===== src/hdl/line_status_map.svh =====
// Register offsets, bit positions and timing figures of the line block
`ifndef LINE_STATUS_MAP_SVH
`define LINE_STATUS_MAP_SVH

`define ADDR_W             5
`define DATA_W             16
`define TX_EVENT_IDX       5'h08
`define LINE_CTL_IDX       5'h0D
`define LINE_ST_IDX        5'h0E
`define TEST_CTL_IDX       5'h13

`define CTL_AUI_ONLY_BIT   8
`define CTL_AUTO_SEL_BIT   9
`define CTL_POL_DIS_BIT    12
`define ST_AUI_SEL_BIT     3
`define ST_LINK_ALIVE_BIT  7
`define ST_POL_OK_BIT      12
`define ST_CRS_BIT         14
`define TXEV_LOST_CRS_BIT  6
`define TEST_FDX_BIT       14

`define LINE_CTL_RST       16'h0000
`define TEST_CTL_RST       16'h0000
`define DATA_ZERO          16'h0000

`define NEG_FRAMES_MIN     3'h4
`define POS_PULSES_MIN     3'h4
`define CNT3_ZERO          3'h0
`define CNT3_ONE           3'h1

`define CLK_PERIOD_NS      20
`define COL_HOLD_NS        250
`define COL_HOLD_CYC       (`COL_HOLD_NS / `CLK_PERIOD_NS)
`define COL_CNT_W          4
`define LINK_LOSS_MS       50
`define LINK_LOSS_CYC      (`LINK_LOSS_MS * 1000000 / `CLK_PERIOD_NS)
`define LINK_CNT_W         22

`endif


===== src/hdl/line_status_pkg.sv =====
// Types shared by the line status and supervision block
package line_status_pkg;

  // Line-side indications; link pulses, EOFs and collision pair are taken by edge, the rest as levels
  typedef struct packed {
    logic tp_rx_active;
    logic tp_rx_data;
    logic tp_link_pulse;
    logic tp_link_inv;
    logic tp_eof_pos;
    logic tp_eof_neg;
    logic aui_carrier;
    logic aui_collision;
  } line_in_t;

  // Indications towards the MAC
  typedef struct packed {
    logic collision;
    logic carrier;
    logic rx_valid;
    logic rx_data;
  } mac_out_t;

  typedef enum logic {PORT_TP, PORT_AUI} port_sel_t;

endpackage


===== src/hdl/line_polarity_collision_aui_status.sv =====
// Line polarity, collision, port select and AUI carrier supervision
// Operation
// - Polarity status bit is high when normal, low once reversal is found.
// - Disable bit clear inverts received data on reversal; set applies none.
// - Polarity status bit follows the line regardless of the disable bit.
// - Reversed after an inverted link pulse and four negative EOFs in a row.
// - Receive data arriving while a reversal is suspected but not declared is discarded.
// - Half duplex: twisted-pair transmit with receive raises MAC collision.
// - AUI carrier absent or lost during transmit sets the carrier-lost bit.
// - Activity on the AUI collision pair raises the MAC collision signal.
// - AUI-only picks AUI, auto bit picks automatic, else twisted pair only.
// - Automatic mode uses twisted pair while it shows activity, else AUI.
`timescale 1ns/1ps
`include "line_status_map.svh"

module line_polarity_collision_aui_status #(
  parameter int unsigned LINK_LOSS_CYC = `LINK_LOSS_CYC
) (
  // Clock and reset
  input  wire logic                          core_clk,
  input  wire logic                          resetn,
  input  wire logic                          clk_en,
  // Register port
  input  wire logic [`ADDR_W-1:0]            reg_addr,
  input  wire logic [`DATA_W-1:0]            reg_wdata,
  input  wire logic                          reg_wr,
  input  wire logic                          reg_rd,
  output logic      [`DATA_W-1:0]            reg_rdata,
  // Line side
  input  line_status_pkg::line_in_t          line_in,
  // MAC side
  input  wire logic                          mac_tx_active,
  output line_status_pkg::mac_out_t          mac_out,
  output line_status_pkg::port_sel_t         port_sel
);
  import line_status_pkg::*;

  line_in_t                 sync1_r;
  line_in_t                 sync2_r;
  line_in_t                 prev_r;
  logic [`DATA_W-1:0]       line_ctl_r;
  logic [`DATA_W-1:0]       test_ctl_r;
  logic                     lost_crs_r;
  logic [2:0]               neg_cnt_r;
  logic [2:0]               pos_cnt_r;
  logic                     inv_seen_r;
  logic                     reversed_r;
  logic                     drop_frame_r;
  logic [`COL_CNT_W-1:0]    col_cnt_r;
  logic [`LINK_CNT_W-1:0]   link_cnt_r;
  logic                     tx_prev_r;
  logic                     crs_seen_r;
  logic                     pol_dis;
  logic                     aui_only;
  logic                     auto_sel;
  logic                     full_duplex_select;
  logic                     link_pulse_ev;
  logic                     link_inv_ev;
  logic                     eof_pos_ev;
  logic                     eof_neg_ev;
  logic                     rx_start_ev;
  logic                     ci_edge;
  logic                     tp_alive;
  logic                     lost_set;
  logic                     lost_clr;
  logic                     suspect;
  port_sel_t                port_nxt;
  logic                     recover;
  logic                     lost_drop;
  logic                     lost_never;
  logic [`DATA_W-1:0]       status_word;
  logic [`DATA_W-1:0]       txev_word;

  assign pol_dis  = line_ctl_r[`CTL_POL_DIS_BIT];
  assign aui_only = line_ctl_r[`CTL_AUI_ONLY_BIT];
  assign auto_sel = line_ctl_r[`CTL_AUTO_SEL_BIT];
  assign full_duplex_select      = test_ctl_r[`TEST_FDX_BIT];

  // Two-stage synchroniser, third stage only for edge detection
  always_ff @(posedge core_clk or negedge resetn) begin
    if (!resetn) begin
      sync1_r <= '0;
      sync2_r <= '0;
      prev_r  <= '0;
    end else if (clk_en) begin
      sync1_r <= line_in;
      sync2_r <= sync1_r;
      prev_r  <= sync2_r;
    end
  end

  // Edges only after the second stage
  assign link_pulse_ev = sync2_r.tp_link_pulse & ~prev_r.tp_link_pulse;
  assign link_inv_ev   = sync2_r.tp_link_inv & ~prev_r.tp_link_inv;
  assign eof_pos_ev    = sync2_r.tp_eof_pos & ~prev_r.tp_eof_pos;
  assign eof_neg_ev    = sync2_r.tp_eof_neg & ~prev_r.tp_eof_neg;
  assign rx_start_ev   = sync2_r.tp_rx_active & ~prev_r.tp_rx_active;
  assign ci_edge       = sync2_r.aui_collision ^ prev_r.aui_collision;

  // Control registers
  always_ff @(posedge core_clk or negedge resetn) begin
    if (!resetn) begin
      line_ctl_r <= `LINE_CTL_RST;
      test_ctl_r <= `TEST_CTL_RST;
    end else if (clk_en && reg_wr) begin
      if (reg_addr == `LINE_CTL_IDX)
        line_ctl_r <= reg_wdata;
      if (reg_addr == `TEST_CTL_IDX)
        test_ctl_r <= reg_wdata;
    end
  end

  // Status and event words; polarity bit ignores the disable bit
  always_comb begin
    status_word                     = `DATA_ZERO;
    status_word[`ST_POL_OK_BIT]     = ~reversed_r;
    status_word[`ST_CRS_BIT]        = mac_out.carrier;
    status_word[`ST_LINK_ALIVE_BIT] = tp_alive;
    status_word[`ST_AUI_SEL_BIT]    = (port_sel == PORT_AUI);
  end

  always_comb begin
    txev_word                     = `DATA_ZERO;
    txev_word[`TXEV_LOST_CRS_BIT] = lost_crs_r;
  end

  // Read data one cycle after the strobe, zero otherwise
  always_ff @(posedge core_clk or negedge resetn) begin
    if (!resetn) begin
      reg_rdata <= `DATA_ZERO;
    end else if (clk_en) begin
      reg_rdata <= `DATA_ZERO;
      if (reg_rd) begin
        unique case (reg_addr)
          `LINE_CTL_IDX: reg_rdata <= line_ctl_r;
          `TEST_CTL_IDX: reg_rdata <= test_ctl_r;
          `TX_EVENT_IDX: reg_rdata <= txev_word;
          `LINE_ST_IDX:  reg_rdata <= status_word;
          default: reg_rdata <= `DATA_ZERO;
        endcase
      end
    end
  end

  // Polarity detection; ignores the disable bit on purpose
  always_ff @(posedge core_clk or negedge resetn) begin
    if (!resetn) begin
      neg_cnt_r  <= `CNT3_ZERO;
      inv_seen_r <= 1'b0;
    end else if (clk_en) begin
      if (link_inv_ev)
        inv_seen_r <= 1'b1;
      else if (recover)
        inv_seen_r <= 1'b0;
      // Old negative frames must not count towards a new reversal
      if (eof_pos_ev || recover)
        neg_cnt_r <= `CNT3_ZERO;
      else if (eof_neg_ev && neg_cnt_r != `NEG_FRAMES_MIN)
        neg_cnt_r <= neg_cnt_r + `CNT3_ONE;
    end
  end

  // Consecutive normal link pulses, broken by any inverted one
  always_ff @(posedge core_clk or negedge resetn) begin
    if (!resetn) begin
      pos_cnt_r <= `CNT3_ZERO;
    end else if (clk_en) begin
      if (link_inv_ev || !reversed_r)
        pos_cnt_r <= `CNT3_ZERO;
      else if (link_pulse_ev && pos_cnt_r != `POS_PULSES_MIN)
        pos_cnt_r <= pos_cnt_r + `CNT3_ONE;
    end
  end

  // Reversal is sticky so a single clean pulse cannot flip it back
  always_ff @(posedge core_clk or negedge resetn) begin
    if (!resetn) begin
      reversed_r <= 1'b0;
    end else if (clk_en) begin
      if (inv_seen_r && neg_cnt_r == `NEG_FRAMES_MIN)
        reversed_r <= 1'b1;
      else if (recover)
        reversed_r <= 1'b0;
    end
  end

  // Enough clean link pulses while reversed
  assign recover = reversed_r & (pos_cnt_r == `POS_PULSES_MIN);

  // Reversal suspected but not yet declared
  assign suspect = ~reversed_r & (inv_seen_r | (neg_cnt_r != `CNT3_ZERO));

  // Whole frame dropped if it began while polarity was unresolved
  always_ff @(posedge core_clk or negedge resetn) begin
    if (!resetn) begin
      drop_frame_r <= 1'b0;
    end else if (clk_en) begin
      if (rx_start_ev)
        drop_frame_r <= suspect;
    end
  end

  // Twisted-pair activity timer for automatic selection
  always_ff @(posedge core_clk or negedge resetn) begin
    if (!resetn) begin
      link_cnt_r <= '0;
    end else if (clk_en) begin
      if (link_pulse_ev || link_inv_ev || sync2_r.tp_rx_active)
        link_cnt_r <= LINK_LOSS_CYC[`LINK_CNT_W-1:0];
      else if (link_cnt_r != '0)
        link_cnt_r <= link_cnt_r - 1'b1;
    end
  end

  assign tp_alive = (link_cnt_r != '0);

  // AUI-only outranks auto-select
  always_comb begin
    if (aui_only)
      port_nxt = PORT_AUI;
    else if (auto_sel)
      port_nxt = tp_alive ? PORT_TP : PORT_AUI;
    else
      port_nxt = PORT_TP;
  end

  // Registered so the port output comes from a flop
  always_ff @(posedge core_clk or negedge resetn) begin
    if (!resetn)
      port_sel <= PORT_TP;
    else if (clk_en)
      port_sel <= port_nxt;
  end

  // Stretch each collision-pair edge so a 10 MHz signal reads steady
  always_ff @(posedge core_clk or negedge resetn) begin
    if (!resetn) begin
      col_cnt_r <= '0;
    end else if (clk_en) begin
      if (ci_edge)
        col_cnt_r <= `COL_CNT_W'(`COL_HOLD_CYC);
      else if (col_cnt_r != '0)
        col_cnt_r <= col_cnt_r - 1'b1;
    end
  end

  // MAC indications
  always_ff @(posedge core_clk or negedge resetn) begin
    if (!resetn) begin
      mac_out <= '0;
    end else if (clk_en) begin
      if (port_sel == PORT_TP) begin
        mac_out.collision <= ~full_duplex_select & mac_tx_active
                             & sync2_r.tp_rx_active;
        mac_out.carrier   <= sync2_r.tp_rx_active;
        mac_out.rx_valid  <= sync2_r.tp_rx_active
                             & ~drop_frame_r & ~suspect;
        mac_out.rx_data   <= sync2_r.tp_rx_data
                             ^ (reversed_r & ~pol_dis);
      end else begin
        mac_out.collision <= (col_cnt_r != '0);
        mac_out.carrier   <= sync2_r.aui_carrier;
        mac_out.rx_valid  <= sync2_r.aui_carrier;
        mac_out.rx_data   <= sync2_r.tp_rx_data;
      end
    end
  end

  // AUI loopback carrier supervision during transmit
  always_ff @(posedge core_clk or negedge resetn) begin
    if (!resetn) begin
      tx_prev_r  <= 1'b0;
      crs_seen_r <= 1'b0;
    end else if (clk_en) begin
      tx_prev_r <= mac_tx_active;
      if (mac_tx_active && !tx_prev_r)
        crs_seen_r <= 1'b0;
      else if (mac_tx_active && sync2_r.aui_carrier)
        crs_seen_r <= 1'b1;
    end
  end

  // Carrier seen then lost mid-frame, or never seen at all
  assign lost_drop  = crs_seen_r & ~sync2_r.aui_carrier & mac_tx_active;
  assign lost_never = ~mac_tx_active & ~crs_seen_r;
  assign lost_set   = (port_sel == PORT_AUI) & tx_prev_r
                      & (lost_drop | lost_never);
  assign lost_clr = reg_rd & (reg_addr == `TX_EVENT_IDX);

  // Clear on read; a new event in the same cycle wins
  always_ff @(posedge core_clk or negedge resetn) begin
    if (!resetn)
      lost_crs_r <= 1'b0;
    else if (clk_en) begin
      if (lost_set)
        lost_crs_r <= 1'b1;
      else if (lost_clr)
        lost_crs_r <= 1'b0;
    end
  end

endmodule // line_polarity_collision_aui_status


===== config.mk =====
export PLATFORM = sky130hd
export DESIGN_NAME = line_polarity_collision_aui_status
export DESIGN_NICKNAME = d
export VERILOG_FILES = /design/src/hdl/line_status_pkg.sv /design/src/hdl/line_polarity_collision_aui_status.sv
export VERILOG_INCLUDE_DIRS = /design/src /design/src/hdl
export SDC_FILE = /design/constraint.sdc
export NUM_CORES = 1
export LEC_CHECK = 0
export ABC_AREA = 0
export CAP_MARGIN = 25
export CORE_MARGIN = 2
export CORE_UTILIZATION = 60
export CTS_BUF_LIST = sky130_fd_sc_hd__clkbuf_4 sky130_fd_sc_hd__clkbuf_8 sky130_fd_sc_hd__clkbuf_16
export CTS_CLUSTER_DIAMETER = 120
export CTS_CLUSTER_SIZE = 30
export DETAILED_ROUTE_END_ITERATION = 16
export DONT_BUFFER_PORTS = 1
export PLACE_DENSITY = 0.76
export SLEW_MARGIN = 20
export SYNTH_ARGS = -nofsm -noshare
export SYNTH_HDL_FRONTEND = slang
export SYNTH_SLANG_ARGS = --single-unit

===== constraint.sdc =====
create_clock -name core_clk -period 3.3 [get_ports core_clk]
set_input_delay 0.66 -clock core_clk [delete_from_list [all_inputs] [get_ports core_clk]]
set_output_delay 0.66 -clock core_clk [all_outputs]
set_load 0.05 [all_outputs]

# Word level (Yosys, flattened, before mapping)
# Cells that the tools add are included.
# word_totals
out_inout_bits,21
in_bits,35
reg_bits,113
wordCells,142
# classes
reduce_logical,34
n_addsub,4
muxes,21
bitwise_logic,35
n_eq_ne,8
# ops
op,n
$pmux W16 S4,1
$mux W22,2
$reduce_and A2 Y1,11
$reduce_bool A22 Y1,1
$sub A22 B1 Y22 const B,1
$and A1 B1 Y1,18
$mux W16,1
$reduce_bool A2 Y1,8
$eq A5 B4 Y1 const B,3
$not A1 Y1,13
$mux W3,4
$mux W4,3
$mux W1,10
$add A3 B1 Y3 const B,2
$eq A3 B3 Y1 const B,2
$logic_and A1 B1 Y1,6
$ne A3 B3 Y1 const B,2
$eq A5 B5 Y1 const B,1
$logic_or A1 B1 Y1,4
$reduce_bool A4 Y1,1
$sub A4 B1 Y4 const B,1
$reduce_bool A3 Y1,1
$logic_not A1 Y1,2
$or A1 B1 Y1,2
$xor A1 B1 Y1,2

# Longest topological paths before layout
# Gate-level depths: netlist of run 1.
# depth
depth_word,7
depth_mapped,9
mapped_depth_nobuf,7

# Worst setup path after synthesis of run 1
# Ideal clock, no wire load.
# synth_timing
kind,input to register
startpoint,in reg_addr[4]
endpoint,reg line_ctl_r[10]
n_path_buf,2
setup_ps,125
setup_slack_ps,1005
t_arrival_ps,2170
cell_stages,6
path_cell_list,nand3b_1 > nor3_1 > and3_1 > buf_2 > buf_4 > mux2_2
# synth_between
elab_chain_len,2
# synth_lines
item,line,text
"start, declared",line_polarity_collision_aui_status.sv:24,"input wire logic [`ADDR_W-1:0] reg_addr,"
$eq A5 B4 Y1,--,
$reduce_and A2 Y1 (no line),--,
"end signal, assigned",line_polarity_collision_aui_status.sv:103,line_ctl_r <= `LINE_CTL_RST;
"end signal, assigned",line_polarity_collision_aui_status.sv:107,line_ctl_r <= reg_wdata;
"end, declared",line_polarity_collision_aui_status.sv:41,logic [`DATA_W-1:0] line_ctl_r;
# No other way between the ends.
# A chain may end at the register's enable or synchronous reset.

# Worst setup path after layout of run 1
# layout_timing
startpoint,reg link_cnt_r[0]
endpoint,reg link_cnt_r[2]
# layout_between
elab_chain_len,3
# layout_lines
item,line,text
"start, declared",line_polarity_collision_aui_status.sv:50,logic [`LINK_CNT_W-1:0] link_cnt_r;
"start signal, assigned",line_polarity_collision_aui_status.sv:209,link_cnt_r <= LINK_LOSS_CYC[`LINK_CNT_W-1:0];
"start signal, assigned",line_polarity_collision_aui_status.sv:211,link_cnt_r <= link_cnt_r - 1'b1;
$sub A22 B1 Y22 or $reduce_bool A22 Y1 (tied branches),"line_polarity_collision_aui_status.sv:211, line_polarity_collision_aui_status.sv:210",
$mux W22 or $reduce_bool A2 Y1 (tied branches),--,
$mux W22 or $reduce_and A2 Y1 (tied branches),--,
# Parallel ways exist; a longest one is shown, timed or not. The select of a mux whose other input is x is not followed.

==> metrics.txt, run 1 <==
status=finished clean; Netlist cell types=60; initial antenna violation count=0; Clk Latency, worst-skew pair=0.52 ns; critical path launch point type=register; Final Max Tran Viols=0; hpwl dp=6900 µm; CP Cell Sequence=inv_1, ha_1, or3b_1, or3_1, nor3_4, nor2_1, a32o_1; Syn Area/Cell=~11 µm²; setup bufs post-CTS=0; Seq/Total Area, Yosys=~54%; vias=3835; routed wire length per instance=roughly 19 µm; port buffer count=0; Placer Congestion=around 0.87; initial core utilization=61.3%; Critical Path Max Stage Delay=0.48 ns; antenna-violating nets left=0; CP Max Fanout=8; max cap viols=0; Multi-input gate area=2290 µm²; Num CTS Buffers=17; first-pass GRT wire length=about 19000 µm; Async S/R FF share, synth=100%; VDD IR max=539 µV; Final Hold Viols=0; die area=9540 µm²; Total Wirelength=approximately 11000 µm; Required @ worst endpoint=3.70 ns; die width=97.7 µm; vias in the first global route=3845; worst r2r src=link_cnt_r[0]; Post-Syn Area=5260 µm²; clock-pin slew on the worst setup and hold paths=0.06 ns; Tcrit/Tclk final=74.3%; slowest cell on the critical path=or3b_1; Crit path max-delay family=simple AND/OR/NAND/NOR gates; post-synth top area share=53.7%; clock sinks=113; Synth area leaders=dfrtp_1 (54%), mux2_2 (11%), nand2_1 (2.9%), o2bb2ai_1 (2.8%), o21ai_0 (2.7%); final setup fails=0; Final min period=roughly 2.5 ns; Rows=34; gr ovfl total=0; met3 WL=roughly 700 µm; Final Instance Area=5930 µm²; Critical Path AT=roughly 2.9 ns; Iter 0 DRT Violations=232; clk_skew=roughly 0.0085 ns; largest net degree at the start of global routing=114; Max-slew headroom=44.7%; Max Used Layer=met4; Pleak=around 2.5 nW; HP Class=primary input to async pin; Bufs on Longest Clock Path=2; number of fill cells=601; Layout Cells excl Fill=594; synthesized instance count=roughly 470; H-tree depth=4; Ys Warns=0; met2 wire length=5340 µm; Post-synth EDFFs=0; Crit. Startpoint=link_cnt_r[0]; Resized cells post-CTS=0; share of cells above drive strength 1=20.4%; root buffer cell=clkbuf_8; worst path buffer plus inverter count=1; f_max=408 MHz; Setup Crit Path Kind=register to register; via/cell ratio=6.46; number of top-level pins=56; FF+latch area=approximately 2800 µm²; Seq cells post-synth=113; placed cell count=561; drt pass-1 iters=4; power density over the cells=699 nW/µm²; total track usage=24.8%; met1 WL=4890 µm; area leader, netlist=dfrtp_1; syn nets=between 500 and 600; top_reg_cell synth=dfrtp_1; Core Area=8590 µm²; Antenna Cells=0; CTS tree=yes; Area Growth Syn to Fin=12.7%; setup_tns=0 ns; DRC=0; die height=97.7 µm; Worst setup EP type=register; Final nets=515; RSZ-0062 raised after global routing=no; post-place instance area=5350 µm²; Slew @ Worst Pin=between 0.8 and 0.9 ns
-- layout make-up --
type                            count  share of cell area [%]
Sequential cell                   113                    47.6
Multi-Input combinational cell    319                    38.5
Clock buffer                       17                    6.98
Clock inverter                     15                    2.47
Tap cell                          108                    2.28
Timing Repair Buffer                6                    1.10
Inverter                           16                    1.01
-- cells in the final DEF, fill, tap and decap left out, types with 4 or more instances in the layout --
cell type	count
nor4_1	5
nor3_1	12
or3_1	7
clkbuf_16	16
buf_4	5
o2bb2ai_1	17
dfrtp_1	113
nand4_1	5
nor2_1	22
a22oi_1	12
o21ai_0	28
nand3b_1	4
a22o_1	6
inv_6	6
ha_1	7
nand2_1	40
inv_1	15
a21oi_1	16
nand2b_1	5
nand3_1	14
mux2_2	53
a31oi_1	7
-- final timing paths --
path | end | slack (ns) | depth (start not counted)
worst max-delay path | link_cnt_r[2] | 0.85 | 7
worst min-delay path | link_cnt_r[4] | 0.07 | 1
worst max register to register | link_cnt_r[2] | 0.85 | 7
worst min register to register | lost_crs_r | 0.49 | 2
max in group asynchronous | link_cnt_r[13] | 2.77 | 1
min in group core_clk | crs_seen_r | 0.24 | 1
-- Yosys cell counts, types with 3 or more instances --
master,n
mux2_2,53
nor2b_1,3
a2111oi_0,3
a31oi_1,7
clkbuf_1,16
buf_2,4
nor4_1,5
nand3_1,14
nand4_1,5
nand2b_1,5
inv_1,15
a21oi_1,16
a22o_1,6
o2bb2ai_1,17
o211ai_1,3
ha_1,7
nor3_1,13
nor2_1,22
or4_1,3
or3_1,7
xor2_1,3
nand3b_1,4
dfrtp_1,113
a22oi_1,12
a32o_1,3
xnor2_1,3
o21ai_0,28
nand2_1,40
-- report_power, final --
group | internal [mW] | total (mW) | switching (mW)
clock | 1.02 | 1.73 | 0.712
combinational | 0.271 | 0.596 | 0.325
sequential | 1.59 | 1.82 | 0.233
total | 2.88 | 4.15 | 1.27
-- cells by family after synthesis --
family                   count (synthesis)  synth area share (%)
adder cells (fa/ha/maj)                  7                  1.66
buffers and inverters                   39                  2.95
AO/OA/AOI/OAI                          114                  15.3
multiplexers                            55                  11.7
XOR/XNOR                                 6                 0.999
flip-flops                             113                  53.7
AND/OR/NAND/NOR                        137                  13.6
-- routing by layer --
metal	vias to the layer above	global-route usage [%]
li1	1759	-
met1	1916	33.1
met2	139	38.5
met3	21	7.05
met4	0	10.3
met5	-	0
-- flip-flops by register name, indices dropped and copies added, names as in the netlist --
register      cells
link_cnt_r       22
line_ctl_r       16
reg_rdata        16
test_ctl_r       16
sync1_r           8
sync2_r           8
prev_r            6
col_cnt_r         4
mac_out           4
neg_cnt_r         3
pos_cnt_r         3
crs_seen_r        1
drop_frame_r      1
inv_seen_r        1
lost_crs_r        1
port_sel          1
reversed_r        1
tx_prev_r         1
-- worst register-to-register path: stages, from the launching register on --
cell,delay [ns]
dfrtp_1,0.43
inv_1,0.08
ha_1,0.18
or3b_1,0.48
or3_1,0.48
nor3_4,0.34
nor2_1,0.09
a32o_1,0.26
-- timing repair --
item | in CTS | in global routing
hold buffers | 1 | 0
endpoints found under the hold margin | 113 | 0
setup endpoints to repair | 0 | 0
-- stage by stage --
stage | util (%) | power [mW] | hold WS [ns] | setup WS (ns)
2_1_floorplan | - | 2.26 | 0.364 | 1.01
3_3_place_gp | 62.2 | 2.36 | 0.370 | 0.856
3_5_place_dp | 62.2 | 2.40 | 0.371 | 0.830
4_1_cts | 69.1 | 4.17 | 0.112 | 0.859
5_1_grt | 69.1 | 4.34 | 0.135 | 0.761
6_report | 69.1 | 4.15 | 0.0680 | 0.847
Note: power is estimated with default switching activity, not from simulation.
==> inputs of run 2 (changes only) <==
- clock period: 3.3 -> 2.5 ns (I/O delays scaled with it)
==> run 2 against run 1 <==
  * Critical endpoint unchanged
  * Power increased by 26%
  * Worst setup slack worse by 0.72 ns
  * Cell count is 0.51% higher
  * First-iteration DRC count grew 27%
  * The flow now finishes with violations (negative hold slack)
  * Final area decreased by 0.36%
  * Hold slack worse by 0.38 ns
  * Combinational power up 28%
  * Highest routed layer unchanged
  * Die area stayed put
  * Clock power grew 20%
==> metrics.txt, run 2 (synthesis gave the netlist of run 1 again) <==
Setup WS post-layout=0.129 ns (was 0.847 ns); commonest cells after routing, fill and taps aside=dfrtp_1 (113), mux2_2 (53), nand2_1 (40) (unchanged); pre-CTS WS=0.128 ns (was 0.830 ns); final setup fails=0 (unchanged); clk_skew=0.00881 ns (was 0.00846 ns); failing checks=negative hold slack; clock sinks=113 (unchanged); number of top-level pins=56 (unchanged); CP Max Fanout=8 (unchanged); RSZ-0062 raised after global routing=no (unchanged); Final Max Tran Viols=0 (unchanged); Final Instance Area=5910 µm² (was 5930 µm²); Bufs on Longest Clock Path=2 (unchanged); final hold slack=-0.311 ns (was 0.0680 ns); VDD IR max=604 µV (was 539 µV); Clk Latency, worst-skew pair=0.51 ns (was 0.52 ns); Flop pwr share=45.8% (was 43.9%); placed cell count=567 (was 561); vias=3848 (was 3835); Total Wirelength=11000 µm (was 11100 µm); Gate power share=14.5% (was 14.4%); total track usage=25.0% (was 24.8%); clock-pin slew on the worst setup and hold paths=0.06 ns (about the same); Setup Crit Path Kind=register to register (unchanged); P_int=3.71 mW (was 2.88 mW); Core Area=8590 µm² (unchanged); Resized cells post-CTS=0 (unchanged); die height=97.7 µm (unchanged); Antenna Cells=0 (unchanged); Tcrit/Tclk final=94.8% (was 74.3%); gr ovfl total=0 (unchanged); initial core utilization=61.3% (unchanged); max cap viols=0 (unchanged); Max-slew headroom=43.5% (was 44.7%); Area Growth Syn to Fin=12.3% (was 12.7%); Placer Congestion=0.883 (was 0.872); Clk network pwr share=39.6% (was 41.7%); first-pass GRT wire length=19000 µm (was 18900 µm); Critical Path AT=2.76 ns (was 2.85 ns); via/cell ratio=6.45 (was 6.46); status=complete, but fails checks (was finished clean); CTS tree=yes (unchanged); vias in the first global route=3811 (was 3845); Final nets=520 (was 515); register bank with the most flops=link_cnt_r (unchanged); Slew @ Worst Pin=0.848 ns (was 0.828 ns); Pleak=2.52 nW (was 2.54 nW); Iter 0 DRT Violations=294 (was 232); root buffer cell=clkbuf_8 (unchanged); initial antenna violation count=0 (unchanged); power density over the cells=885 nW/µm² (was 699 nW/µm²); max FFs per register=22 (unchanged); commonest non-fill, non-tap cell in the layout=dfrtp_1 (unchanged); H-tree depth=4 (unchanged); die area=9540 µm² (unchanged); post-place instance area=5390 µm² (was 5350 µm²); hpwl dp=7180 µm (was 6900 µm); setup_tns=0 ns (unchanged); number of fill cells=617 (was 601); die width=97.7 µm (unchanged); Final Hold Viols=113 (was 0); routed wire length per instance=18.5 µm (was 18.7 µm); Required @ worst endpoint=2.89 ns (was 3.70 ns); share of cells above drive strength 1=20.9% (was 20.4%); port buffer count=0 (unchanged); f_max=422 MHz (was 408 MHz); critical path launch point type=register (unchanged); Worst setup EP type=register (unchanged); antenna-violating nets left=0 (unchanged); post-route core utilization=68.8% (was 69.1%); Layout Cells excl Fill=597 (was 594); Final Power=5.23 mW (was 4.15 mW); DRC=0 (unchanged); Num CTS Buffers=17 (unchanged); Psw=1.52 mW (was 1.27 mW); Final min period=2.37 ns (was 2.45 ns); Sw Share=29.1% (was 30.6%); drt pass-1 iters=4 (unchanged); largest net degree at the start of global routing=114 (unchanged); HP Class=primary input to async pin (unchanged); Rows=34 (unchanged)
## run 2: changes by cell type in the layout (fill, tap and decap cells not counted), sizes merged
cell / change
inv: -6
buf: +5
clkbuf: +2
clkinvlp: +2
bufinv: -1
clkinv: +1
## run 2: layout make-up
cell class / instances / area (µm²) / area share [%]
sequential: 113 / 2830 / 47.8
multi-input combinational: 319 / 2290 / 38.7
clock buffer: 19 / 435 / 7.36
tap: 108 / 135 / 2.29
clock inverter: 11 / 86.3 / 1.46
timing repair buffer: 11 / 82.6 / 1.40
inverter: 16 / 60.1 / 1.02
## run 2: worst max-delay path: stages, from the launching register on
cell,delay [ns]
dfrtp_1,0.41
inv_1,0.07
ha_1,0.18
or3b_1,0.48
or3_1,0.48
nor3_4,0.30
nor2_1,0.07
a32o_1,0.26
## run 2: final timing paths
| kind | start | endpoint | cells past startpoint | slack, ns |
|---|---|---|---|---|
| worst max register to register | link_cnt_r[0] | link_cnt_r[2] | 7 | 0.13 |
| max in group asynchronous | resetn | line_ctl_r[14] | 0 | 2.67 |
| worst min-delay path | resetn | mac_out[3] | 0 | -0.31 |
| worst min register to register | test_ctl_r[15] | test_ctl_r[15] | 1 | 0.50 |
| min in group core_clk | mac_tx_active | crs_seen_r | 1 | 0.10 |
| worst max-delay path | link_cnt_r[0] | link_cnt_r[2] | 7 | 0.13 |
## run 2: repair_timing
item                                    4_1_cts  5_1_grt
endpoints found under the setup margin        0        1
buffers inserted                              0        0
hold endpoints to repair                    113      113
## run 2: power by group through the flow
stage / clock network [mW] / logic (mW) / registers [mW]
floorplan: 0 / 0.628 / 2.35
global placement: 0 / 0.715 / 2.41
detailed placement: 0 / 0.752 / 2.42
CTS: 2.10 / 0.764 / 2.40
global route: 2.21 / 0.858 / 2.44
finish: 2.07 / 0.761 / 2.40
## run 2: metal layers
layer | routed length [µm] | up-vias | part of all wire (%) | GRT usage, %
li1 | - | 1769 | - | -
met3 | 660 | 19 | 6.0 | 7.63
met1 | 4840 | 1931 | 44 | 34.2
met5 | 0 | - | 0 | 0
met2 | 5380 | 129 | 49 | 38.1
met4 | 144 | 0 | 1.3 | 9.40
==> inputs of run 3 (changes only) <==
- CELL_PAD_IN_SITES_DETAIL_PLACEMENT: not set -> 1
- CELL_PAD_IN_SITES_GLOBAL_PLACEMENT: not set -> 1
- CORE_UTILIZATION: 60 -> 50
- PLACE_DENSITY: 0.76 -> not set
- PLACE_DENSITY_LB_ADDON: not set -> 0.1
==> run 3 against run 2 <==
  * The run still ends with negative hold slack left
  * Combinational power up 7.8%
  * Clock skew decreased by 0.0019 ns
  * Global-route usage grew 0.41 points
  * Register-to-register slack improved by 0.03 ns
  * Maximum frequency up 1.4%
  * Sequential cell count stayed put
  * Power up 6.7%
  * Sequential share of layout area fell by 0.82 points
==> metrics.txt, run 3 (synthesis gave the netlist of run 1 again) <==
status=complete, but fails checks (unchanged); failing checks=negative hold slack (unchanged); gr ovfl total=0 (unchanged); setup bufs post-CTS=0 (unchanged); post-route core utilization=58.5% (was 68.8%); Final Max Tran Viols=0 (unchanged); die area=11400 µm² (was 9540 µm²); via/cell ratio=6.15 (was 6.45); root buffer cell=clkbuf_8 (unchanged); f_max=428 MHz (was 422 MHz); first-pass GRT wire length=22100 µm (was 19000 µm); hpwl dp=8470 µm (was 7180 µm); Tcrit/Tclk final=93.5% (was 94.8%); CP Max Fanout=6 (was 8); Bufs on Longest Clock Path=2 (unchanged); vias=3866 (was 3848); antenna-violating nets left=0 (unchanged); die height=107 µm (was 97.7 µm); total track usage=25.4% (was 25.0%); share of cells above drive strength 1=21.5% (was 20.9%); drt pass-1 iters=5 (was 4); slowest cell on the critical path=or3_1 (was or3b_1); Slew @ Worst Pin=0.837 ns (was 0.848 ns); Total Wirelength=13100 µm (was 11000 µm); H-tree depth=4 (unchanged); number of top-level pins=56 (unchanged); Final nets=522 (was 520); commonest non-fill, non-tap cell in the layout=dfrtp_1 (unchanged); Critical Path Max Stage Delay=0.47 ns (was 0.48 ns); CP Cell Sequence=inv_1, ha_1, or3b_1, or3_1, nor3_4, nor2_1, a32o_1 (unchanged); critical path launch point type=register (unchanged); Setup Crit Path Kind=register to register (unchanged); Antenna Cells=0 (unchanged); RSZ-0062 raised after global routing=no (unchanged); Clk Latency, worst-skew pair=0.53 ns (was 0.51 ns); port buffer count=0 (unchanged); Final Instance Area=6020 µm² (was 5910 µm²); register bank with the most flops=link_cnt_r (unchanged); Pleak=2.58 nW (was 2.52 nW); placed cell count=597 (was 567); Placer Congestion=0.817 (was 0.883); final setup fails=0 (unchanged); VDD IR max=574 µV (was 604 µV); Crit path max-delay family=simple AND/OR/NAND/NOR gates (unchanged); setup_tns=0 ns (unchanged); initial core utilization=51.2% (was 61.3%); clock-pin slew on the worst setup and hold paths=0.06 ns (about the same); commonest cells after routing, fill and taps aside=dfrtp_1 (113), mux2_2 (53), nand2_1 (40) (unchanged); clk_skew=0.00690 ns (was 0.00881 ns); HP Class=primary input to async pin (unchanged); Layout Cells excl Fill=629 (was 597); vias in the first global route=4298 (was 3811); Core Area=10300 µm² (was 8590 µm²); Max-slew headroom=44.2% (was 43.5%); routed wire length per instance=20.8 µm (was 18.5 µm); initial antenna violation count=0 (unchanged); Rows=37 (was 34); Iter 0 DRT Violations=222 (was 294); Final Hold Viols=113 (unchanged); Required @ worst endpoint=2.91 ns (was 2.89 ns); Area Growth Syn to Fin=14.3% (was 12.3%); final hold slack=-0.336 ns (was -0.311 ns); CTS tree=yes (unchanged); Worst setup EP type=register (unchanged); post-place instance area=5440 µm² (was 5390 µm²); DRC=0 (unchanged); max cap viols=0 (unchanged); clock sinks=113 (unchanged); Critical Path AT=2.75 ns (was 2.76 ns); die width=107 µm (was 97.7 µm); Num CTS Buffers=17 (unchanged); power density over the cells=928 nW/µm² (was 885 nW/µm²); Resized cells post-CTS=0 (unchanged); Final min period=2.34 ns (was 2.37 ns); largest net degree at the start of global routing=114 (unchanged); max FFs per register=22 (unchanged); worst path buffer plus inverter count=1 (unchanged)
[run 3: power by group]
group	leakage [nW]	internal, mW	switching (mW)
Sequential	1.42	2.10	0.313
Combinational	0.868	0.390	0.430
Clock	0.287	1.47	0.878
Total	2.58	3.96	1.62
[run 3: per-layer routing]
layer	vias up	GRT usage, %	wire length [µm]
met3	12	7.90	596
met1	2005	30.9	5550
met4	0	8.63	140
li1	1775	-	-
met2	74	43.2	6800
met5	-	0	0
[run 3: worst paths after layout]
| check | startpoint | to | slack, ns | cells past startpoint |
|---|---|---|---|---|
| setup reg to reg | link_cnt_r[0] | link_cnt_r[2] | 0.16 | 7 |
| max in group asynchronous | resetn | mac_out[0] | 2.65 | 0 |
| hold reg to reg | col_cnt_r[1] | col_cnt_r[1] | 0.50 | 2 |
| setup / recovery | link_cnt_r[0] | link_cnt_r[2] | 0.16 | 7 |
| hold / removal | resetn | link_cnt_r[16] | -0.34 | 0 |
| min in group core_clk | clk_en | link_cnt_r[14] | 0.06 | 1 |
[run 3: layout make-up]
class                           count  area (µm²)
Fill cell                        1085        4260
Sequential cell                   113        2830
Multi-Input combinational cell    319        2290
Clock buffer                       20         443
Tap cell                          136         170
Clock inverter                     12         131
Timing Repair Buffer               13        97.6
Inverter                           16        60.1
[run 3: worst reg2reg max path: cells and delay by family, from the launching register on]
kind	cells	cell delay [ns]
adders and majority gates	1	0.19
DFF	1	0.42
and+or+nand+nor	4	1.29
AOI/OAI and AO/OA	1	0.26
buffers and inverters	1	0.08
[run 3: stage by stage]
stage | hold slack, ns | power, mW | setup WS (ns)
2_1_floorplan | 0.204 | 2.98 | 0.326
3_3_place_gp | 0.211 | 3.18 | 0.290
3_5_place_dp | 0.211 | 3.24 | 0.172
4_1_cts | -0.369 | 5.65 | 0.153
5_1_grt | -0.369 | 5.87 | 0.000897
6_report | -0.336 | 5.58 | 0.163
